===== src/fsfc_pkg.sv =====
// fsfc_pkg: register map, field layout, reset values and carrier types
// for the sync pulse generator and frame number counter.
// assumes a 32-bit axi4-lite slave, one register per aligned word.
package fsfc_pkg;

  // printed offsets are not multiples of four: they are word indices
  localparam logic [7:0] IDX_SYNC_HIGH_UPPER  = 8'h19;
  localparam logic [7:0] IDX_SYNC_HIGH_LOWER  = 8'h1a;
  localparam logic [7:0] IDX_SYNC_LOW_UPPER   = 8'h1b;
  localparam logic [7:0] IDX_SYNC_LOW_LOWER   = 8'h1c;
  localparam logic [7:0] IDX_FRAME_LIM_UPPER  = 8'h1d;
  localparam logic [7:0] IDX_FRAME_LIM_LOWER  = 8'h1e;
  localparam logic [7:0] IDX_SYNC_CTRL        = 8'h18;
  localparam logic [7:0] IDX_STATUS           = 8'h20;

  localparam logic [7:0] RST_SYNC_HIGH_UPPER  = 8'h00;
  localparam logic [7:0] RST_SYNC_HIGH_LOWER  = 8'h00;
  localparam logic [7:0] RST_SYNC_LOW_UPPER   = 8'h00;
  localparam logic [7:0] RST_SYNC_LOW_LOWER   = 8'h00;
  localparam logic [7:0] RST_FRAME_LIM_UPPER  = 8'h00;
  localparam logic [7:0] RST_FRAME_LIM_LOWER  = 8'h04;
  localparam logic [7:0] RST_SYNC_CTRL        = 8'h00;

  // control register fields
  localparam int CTRL_GEN_ON_BIT   = 0;
  localparam int CTRL_SHAPE_BIT    = 1;
  localparam int CTRL_START_BIT    = 2;
  localparam int CTRL_RAW_MODE_BIT = 3;

  // status register fields
  localparam int STAT_PULSE_BIT    = 0;
  localparam int STAT_FNUM_LSB     = 16;

  localparam logic [1:0] RESP_OKAY   = 2'b00;
  localparam logic [1:0] RESP_SLVERR = 2'b10;

  typedef enum logic [1:0] {
    GEN_IDLE = 2'b00,
    GEN_HIGH = 2'b01,
    GEN_LOW  = 2'b11
  } fsfc_gen_state_type;

  typedef struct packed {
    logic        sync_generator_on;
    logic        sync_shape_select;
    logic        sync_start_level;
    logic        raw_mode;
  } fsfc_ctrl_type;

  typedef struct packed {
    logic [15:0] number;
    logic        start_strobe;
    logic        end_strobe;
  } fsfc_frame_tag_type;

endpackage : fsfc_pkg


===== src/fsfc_top.sv =====
// fsfc_top: frame sync pulse generator and csi-2 frame number counter
// assumes: synchronous reset, axi4-lite master holds payload until taken,
// frame start/end strobes come from the frame builder in the same clock.
//
// Decided for this implementation: the AXI4-Lite interface to the registers.
`timescale 1ns/1ps
module fsfc_top
  import fsfc_pkg::*;
#(
  parameter int ADDR_W = 12
) (
  input  wire logic              i_ref_clk,
  input  wire logic              i_rst,
  input  wire logic [ADDR_W-1:0] i_awaddr,
  input  wire logic              i_awvalid,
  output logic                   o_awready,
  input  wire logic [31:0]       i_wdata,
  input  wire logic [3:0]        i_wstrb,
  input  wire logic              i_wvalid,
  output logic                   o_wready,
  output logic [1:0]             o_bresp,
  output logic                   o_bvalid,
  input  wire logic              i_bready,
  input  wire logic [ADDR_W-1:0] i_araddr,
  input  wire logic              i_arvalid,
  output logic                   o_arready,
  output logic [31:0]            o_rdata,
  output logic [1:0]             o_rresp,
  output logic                   o_rvalid,
  input  wire logic              i_rready,
  input  wire logic              i_frame_start,
  input  wire logic              i_frame_end,
  output logic                   o_camera_trigger_pulse,
  output fsfc_frame_tag_type     o_frame_tag
);

  logic [7:0]         sync_high_upper;
  logic [7:0]         sync_high_lower;
  logic [7:0]         sync_low_upper;
  logic [7:0]         sync_low_lower;
  logic [7:0]         frame_limit_upper_byte;
  logic [7:0]         frame_limit_lower_byte;
  fsfc_ctrl_type      ctrl;
  logic [ADDR_W-1:0]  aw_addr;
  logic               aw_held;
  logic [31:0]        w_data;
  logic               w_held;
  logic               w_lane0;
  fsfc_gen_state_type gen_state;
  logic [23:0]        period_cnt;
  logic [15:0]        frame_number;
  logic [15:0]        sync_high_count;
  logic [15:0]        sync_low_count;
  logic [23:0]        shared_period;
  logic [15:0]        frame_limit;
  logic [23:0]        high_reload;
  logic [23:0]        low_reload;
  logic               do_write;
  logic [7:0]         wr_idx;

  // byte word index from a byte address; low two bits are the lane offset
  function automatic logic [7:0] word_index(input logic [ADDR_W-1:0] addr);
    word_index = addr[9:2];
  endfunction : word_index

  function automatic logic mapped(input logic [7:0] idx);
    mapped = (idx >= IDX_SYNC_CTRL) && (idx <= IDX_FRAME_LIM_LOWER);
  endfunction : mapped

  // control fields by bit position, so reset, write and read agree on the layout
  function automatic fsfc_ctrl_type ctrl_decode(input logic [7:0] b);
    ctrl_decode.sync_generator_on = b[CTRL_GEN_ON_BIT];
    ctrl_decode.sync_shape_select = b[CTRL_SHAPE_BIT];
    ctrl_decode.sync_start_level  = b[CTRL_START_BIT];
    ctrl_decode.raw_mode          = b[CTRL_RAW_MODE_BIT];
  endfunction : ctrl_decode

  // a number past the limit (limit lowered mid-run) also wraps back to one
  function automatic logic [15:0] next_frame(input logic [15:0] cur,
                                             input logic [15:0] lim);
    next_frame = (cur >= lim || cur == 16'h0000) ? 16'h0001 : cur + 16'h0001;
  endfunction : next_frame

  assign sync_high_count = {sync_high_upper, sync_high_lower};
  assign sync_low_count  = {sync_low_upper, sync_low_lower};
  assign shared_period   = {sync_high_lower, sync_low_upper, sync_low_lower};
  assign frame_limit     = {frame_limit_upper_byte, frame_limit_lower_byte};
  assign high_reload = ctrl.sync_shape_select ? shared_period : {8'h00, sync_high_count};
  assign low_reload  = ctrl.sync_shape_select ? shared_period : {8'h00, sync_low_count};

  // write channel: address and data latched independently, in either order
  assign do_write = aw_held && w_held && !o_bvalid;
  assign wr_idx   = word_index(aw_addr);

  always_ff @(posedge i_ref_clk) begin
    if (i_rst) begin
      aw_held   <= 1'b0;
      aw_addr   <= '0;
      o_awready <= 1'b0;
    end else begin
      o_awready <= 1'b0;
      if (do_write) begin
        aw_held <= 1'b0;
      end else if (i_awvalid && !aw_held && !o_awready) begin
        o_awready <= 1'b1;
      end
      if (i_awvalid && o_awready) begin
        aw_held <= 1'b1;
        aw_addr <= i_awaddr;
      end
    end
  end

  always_ff @(posedge i_ref_clk) begin
    if (i_rst) begin
      w_held   <= 1'b0;
      w_data   <= '0;
      w_lane0  <= 1'b0;
      o_wready <= 1'b0;
    end else begin
      o_wready <= 1'b0;
      if (do_write) begin
        w_held <= 1'b0;
      end else if (i_wvalid && !w_held && !o_wready) begin
        o_wready <= 1'b1;
      end
      if (i_wvalid && o_wready) begin
        w_held  <= 1'b1;
        w_data  <= i_wdata;
        w_lane0 <= i_wstrb[0];
      end
    end
  end

  always_ff @(posedge i_ref_clk) begin
    if (i_rst) begin
      o_bvalid <= 1'b0;
      o_bresp  <= RESP_OKAY;
    end else if (do_write) begin
      o_bvalid <= 1'b1;
      o_bresp  <= mapped(wr_idx) ? RESP_OKAY : RESP_SLVERR;
    end else if (o_bvalid && i_bready) begin
      o_bvalid <= 1'b0;
    end
  end

  // registers live in byte lane 0; a write without that strobe changes nothing
  always_ff @(posedge i_ref_clk) begin
    if (i_rst) begin
      sync_high_upper        <= RST_SYNC_HIGH_UPPER;
      sync_high_lower        <= RST_SYNC_HIGH_LOWER;
      sync_low_upper         <= RST_SYNC_LOW_UPPER;
      sync_low_lower         <= RST_SYNC_LOW_LOWER;
      frame_limit_upper_byte <= RST_FRAME_LIM_UPPER;
      frame_limit_lower_byte <= RST_FRAME_LIM_LOWER;
      ctrl                   <= ctrl_decode(RST_SYNC_CTRL);
    end else if (do_write && w_lane0) begin
      case (wr_idx)
        IDX_SYNC_HIGH_UPPER: sync_high_upper        <= w_data[7:0];
        IDX_SYNC_HIGH_LOWER: sync_high_lower        <= w_data[7:0];
        IDX_SYNC_LOW_UPPER:  sync_low_upper         <= w_data[7:0];
        IDX_SYNC_LOW_LOWER:  sync_low_lower         <= w_data[7:0];
        IDX_FRAME_LIM_UPPER: frame_limit_upper_byte <= w_data[7:0];
        IDX_FRAME_LIM_LOWER: frame_limit_lower_byte <= w_data[7:0];
        IDX_SYNC_CTRL:       ctrl                   <= ctrl_decode(w_data[7:0]);
        default: ;
      endcase
    end
  end

  // read channel: one read at a time, answer one edge after the address is taken
  always_ff @(posedge i_ref_clk) begin
    if (i_rst) begin
      o_arready <= 1'b0;
      o_rvalid  <= 1'b0;
      o_rdata   <= '0;
      o_rresp   <= RESP_OKAY;
    end else begin
      o_arready <= 1'b0;
      if (o_rvalid && i_rready) begin
        o_rvalid <= 1'b0;
      end
      if (i_arvalid && !o_arready && !o_rvalid) begin
        o_arready <= 1'b1;
      end
      if (i_arvalid && o_arready) begin
        o_rvalid <= 1'b1;
        o_rresp  <= RESP_OKAY;
        o_rdata  <= '0;
        case (word_index(i_araddr))
          IDX_SYNC_HIGH_UPPER: o_rdata[7:0] <= sync_high_upper;
          IDX_SYNC_HIGH_LOWER: o_rdata[7:0] <= sync_high_lower;
          IDX_SYNC_LOW_UPPER:  o_rdata[7:0] <= sync_low_upper;
          IDX_SYNC_LOW_LOWER:  o_rdata[7:0] <= sync_low_lower;
          IDX_FRAME_LIM_UPPER: o_rdata[7:0] <= frame_limit_upper_byte;
          IDX_FRAME_LIM_LOWER: o_rdata[7:0] <= frame_limit_lower_byte;
          IDX_SYNC_CTRL: begin
            o_rdata[CTRL_GEN_ON_BIT]   <= ctrl.sync_generator_on;
            o_rdata[CTRL_SHAPE_BIT]    <= ctrl.sync_shape_select;
            o_rdata[CTRL_START_BIT]    <= ctrl.sync_start_level;
            o_rdata[CTRL_RAW_MODE_BIT] <= ctrl.raw_mode;
          end
          IDX_STATUS: begin
            o_rdata[STAT_PULSE_BIT]          <= o_camera_trigger_pulse;
            o_rdata[STAT_FNUM_LSB +: 16]     <= frame_number;
          end
          default:             o_rresp      <= RESP_SLVERR;
        endcase
      end
    end
  end

  // sync generator: idle holds the start level; enabling enters the phase
  // matching that level, so the first phase is whole from the enable edge
  always_ff @(posedge i_ref_clk) begin
    if (i_rst) begin
      gen_state              <= GEN_IDLE;
      period_cnt             <= '0;
      o_camera_trigger_pulse <= 1'b0;
    end else if (!ctrl.sync_generator_on) begin
      gen_state              <= GEN_IDLE;
      period_cnt             <= '0;
      o_camera_trigger_pulse <= ctrl.sync_start_level;
    end else begin
      case (gen_state)
        GEN_IDLE: begin
          if (ctrl.sync_start_level) begin
            gen_state  <= GEN_HIGH;
            period_cnt <= high_reload;
          end else begin
            gen_state  <= GEN_LOW;
            period_cnt <= low_reload;
          end
        end
        GEN_HIGH: begin
          o_camera_trigger_pulse <= 1'b1;
          if (period_cnt == '0) begin
            gen_state              <= GEN_LOW;
            period_cnt             <= low_reload;
            o_camera_trigger_pulse <= 1'b0;
          end else begin
            period_cnt <= period_cnt - 24'h000001;
          end
        end
        GEN_LOW: begin
          o_camera_trigger_pulse <= 1'b0;
          if (period_cnt == '0) begin
            gen_state              <= GEN_HIGH;
            period_cnt             <= high_reload;
            o_camera_trigger_pulse <= 1'b1;
          end else begin
            period_cnt <= period_cnt - 24'h000001;
          end
        end
        default: begin
          gen_state  <= GEN_IDLE;
          period_cnt <= '0;
        end
      endcase
    end
  end

  // frame number advances on each frame start and is held for the frame end
  always_ff @(posedge i_ref_clk) begin
    if (i_rst) begin
      frame_number <= '0;
    end else if (frame_limit == 16'h0000) begin
      frame_number <= '0;
    end else if (ctrl.raw_mode && i_frame_start) begin
      frame_number <= next_frame(frame_number, frame_limit);
    end
  end

  // tag is presented one cycle after each strobe, together with the number
  always_ff @(posedge i_ref_clk) begin
    if (i_rst) begin
      o_frame_tag <= '0;
    end else begin
      o_frame_tag.start_strobe <= ctrl.raw_mode && i_frame_start;
      o_frame_tag.end_strobe   <= ctrl.raw_mode && i_frame_end;
      if (frame_limit == 16'h0000) begin
        o_frame_tag.number <= '0;
      end else if (ctrl.raw_mode && i_frame_start) begin
        o_frame_tag.number <= next_frame(frame_number, frame_limit);
      end else if (ctrl.raw_mode && i_frame_end) begin
        o_frame_tag.number <= frame_number;
      end
    end
  end

endmodule : fsfc_top


===== config.mk =====
export PLATFORM = sky130hd
export DESIGN_NAME = fsfc_top
export DESIGN_NICKNAME = d
export VERILOG_FILES = /design/src/fsfc_pkg.sv /design/src/fsfc_top.sv
export SDC_FILE = /design/constraint.sdc
export NUM_CORES = 1
export LEC_CHECK = 0
export BUFFER_PORTS_ARGS = -buffer_cell sky130_fd_sc_hd__buf_4
export CORE_MARGIN = 8
export CORE_UTILIZATION = 63
export CTS_BUF_LIST = sky130_fd_sc_hd__clkbuf_4
export DETAILED_ROUTE_END_ITERATION = 8
export PLACE_DENSITY = 0.95
export SLEW_MARGIN = 0
export SYNTH_ARGS = -nofsm -noshare
export SYNTH_HDL_FRONTEND = slang
export SYNTH_SLANG_ARGS = --single-unit

===== constraint.sdc =====
create_clock -name i_ref_clk -period 4.1 [get_ports i_ref_clk]
set_clock_uncertainty 0.2 [all_clocks]
set_input_delay 0.615 -clock i_ref_clk [delete_from_list [all_inputs] [get_ports i_ref_clk]]
set_output_delay 0.615 -clock i_ref_clk [all_outputs]
set_load 0.01 [all_outputs]

==> impl_metrics.toml <==
[status]
status = "completed"

[route]
drt_wl_total_mm = 22.8
dr.pass1.iters = 6
wl_per_cell_um = 19.7
vias = 7489
drt_iter0_markers = 966
antenna_left = 0
route.detailed.drc = 0
vias_per_cell = 6.46

[final_layout]
drive_above_1_share_pct = 14.9
area_delta_synth_final_pct = 12.6
antenna_cells = 0
nNetsFinal = 1063
fillers = 915
final_cells = 1159

[setup_path]
cpPeakStageDelay_ps = 460
worstPathArrival_ps = 3070
crit_slowest_cell = "nor4_1"
crit_chain = "or3_1, nor4_1, and3_1, inv_1, ha_1, mux2i_1, a211oi_1"
crit_type = "reg2reg"
critPathLaunchType = "register"
worstSetupEndpointType = "register"
reg2regPathDepth = 7
critPathMaxFanout = 14
required_ps = 4400

[place]
dp_cells = 1127
pre_cts_slack_ps = 1310
portBuffers = 83
globalplace.congestion = 0.958
hpwl_mm = 15.8

[clock_tree]
insertion_delay_ps = 600
root_buffer = "clkbuf_4"
cts_sinks = 163
cts_buffer_depth = 2
h-tree-depth = 4
postCtsSetupRepairBufs = 0
cts_tree = "yes"
cts_buffers = 17
cts.clk_slew.worst_paths_ps = 130
cts_hold_buf = 0
cts_resized = 0

[synth]
synth_warnings = 0
synth.avg_cell_area_um2 = 8.71
syn_inst = 923
async_reset_ff_share_pct = 0
syn_area_um2 = 8040
synth_seq_cells = 163
synth-seq-area-share_pct = 40.6
synth_enable_flop_cells = 0
synthDistinctLibCells = 64
synth_flop_cell = "dfxtp_1"

[die]
die_h_um = 129
placementRows = 41
die-area_um2 = 16600
core_um2 = 12500
die_w_um = 129
io_pins = 129
initial_core_util_pct = 64.2

[timing]
grt_setup_unrepaired = "no"
setup-violations-final = 0
timing.final.crit_share_pct = 67.6
relSlewSlack_pct = 34.5
slew_viol_final = 0
tns_ps = 0
fmax_ghz = 0.361
fin_crit_ps = 2770
worst_slew_pin_slew_ps = 981
worst_slack_ps = 1330
finalHoldViolCount = 0
worst_hold_slack_ps = 52.9

[power_and_ir_drop]
leakagePower_nw = 3.43
vdd_drop_max_mv = 0.280
finalPower_mw = 2.91
p_per_area_nw_per_um2 = 322

[global_route]
grt_pass1_wl_mm = 36.6
gr-total-overflow = 0
grt_max_degree = 64
grt_pass1_vias = 7318
grt_usage_pct = 27.6
antenna_found_initial = 0

[hold_path]
hold_path_depth = 3
holdCritPathClass = "in2reg"

[job]
max-cap-violations = 0
## sequential cells by signal (all words and copies together) (netlist names), 16 cells and up
name	count
o_frame_tag	18
period_cnt	24
frame_number	16
o_rdata	24
## Yosys cell counts (6+ instances only)
library cell	instances	area share (%)
a211oi_1	9	0.84
a21oi_1	51	3.2
a22oi_1	27	2.5
a31oi_1	9	0.70
and2_1	10	0.78
and3_1	8	0.62
buf_4	12	1.1
clkbuf_1	49	2.3
dfxtp_1	163	41
ha_1	20	3.1
inv_1	31	1.4
mux2_2	11	1.5
mux2i_1	68	8.5
nand2_1	91	4.2
nand3_1	31	1.9
nand3b_1	8	0.75
nand4_1	8	0.62
nor2_1	90	4.2
nor2b_1	11	0.86
nor3_1	13	0.81
nor3b_1	17	1.6
nor4_1	19	1.5
nor4b_1	6	0.65
o21ai_0	28	1.7
o22ai_1	7	0.54
o31ai_1	15	1.4
o32ai_1	7	0.76
xnor2_1	14	1.5
xor2_1	14	1.5
## where the power goes
group          leakage (nW)  switching, mW  internal (mW)
clock network         0.192          0.572          0.620
registers              1.31         0.0168           1.59
logic                  1.92         0.0642         0.0442
## layout make-up
type,count,area [um2],share of cell area [%]
repair buffers,94,706,7.79
multi-input cells,667,4380,48.4
inverters,31,116,1.28
clock buffers,19,143,1.58
clock inverters,13,230,2.54
flip-flops and latches,163,3260,36.0
well taps,172,215,2.38
## critical path, delay by kind of cell, from the launching register on
family          cells  cell delay, ps
simple gates        3            1160
mux                 1              70
buf+inv             1             250
fa+ha+maj           1             390
flops               1             360
compound gates      1             260
## metrics by stage
step / utilization (%) / area [um2]
floorplan: - / 8070
global placement: 69.4 / 8680
detailed placement: 69.4 / 8680
CTS: 72.4 / 9060
global route: 72.4 / 9060
finish: 72.4 / 9060
## cells by family (layout without fill, tap and decap cells)
| family | Yosys count | after routing | synth area share (%) |
|---|---|---|---|
| other | 1 | 10 | 0.0466 |
| DFF | 163 | 163 | 40.6 |
| AOI/OAI and AO/OA | 186 | 186 | 15.2 |
| and+or+nand+nor | 341 | 341 | 21.8 |
| buffers and inverters | 102 | 157 | 5.40 |
| adders and majority gates | 20 | 20 | 3.11 |
| muxes | 82 | 82 | 10.8 |
| xor gates and xnor gates | 28 | 28 | 3.05 |
## routing by layer
metal,up-vias,GRT usage [%],part of all wire [%]
met5,-,0,0
met4,0,16.4,6.0
met3,144,6.45,7.4
met2,429,45.9,48
met1,3503,31.9,39
li1,3413,-,-
## worst paths after layout
check | startpoint | end | slack [ps]
hold reg to reg | aw_addr[8]$_SDFFE_PP0P_ | aw_addr[8]$_SDFFE_PP0P_ | 260
setup reg to reg | period_cnt[18]$_SDFF_PP0_ | o_camera_trigger_pulse$_SDFFE_PP0P_ | 1330
setup / recovery | period_cnt[18]$_SDFF_PP0_ | o_camera_trigger_pulse$_SDFFE_PP0P_ | 1330
hold / removal | i_wdata[6] | w_data[6]$_SDFFE_PP0P_ | 50
## layout by cell type (no fill, tap or decap), types with 4 or more instances in the layout
cell type and instances:
a41oi_1 4, o32ai_1 7, o21ai_0 28, a211oi_1 9, mux2i_1 68, nor3b_1 17, o31ai_1 15, nor2b_1 11
or3_1 5, o22ai_1 7, a31oi_1 8, o211ai_1 5, and2_1 10, nor3_1 13, nand4_1 8, nand3_1 31
nor4_1 19, nor2_1 90, conb_1 10, inv_1 31, dfxtp_1 163, bufinv_16 6, a21oi_1 51, nand2b_1 4
xnor2_1 14, clkbuf_4 19, ha_1 20, and3_1 8, nand3b_1 8, nor4b_1 6, buf_4 94, a22oi_1 27
a22o_1 4, xor2_1 14, mux2_2 11, nand2_1 91
No activity file was read; power rests on OpenSTA's default activity.
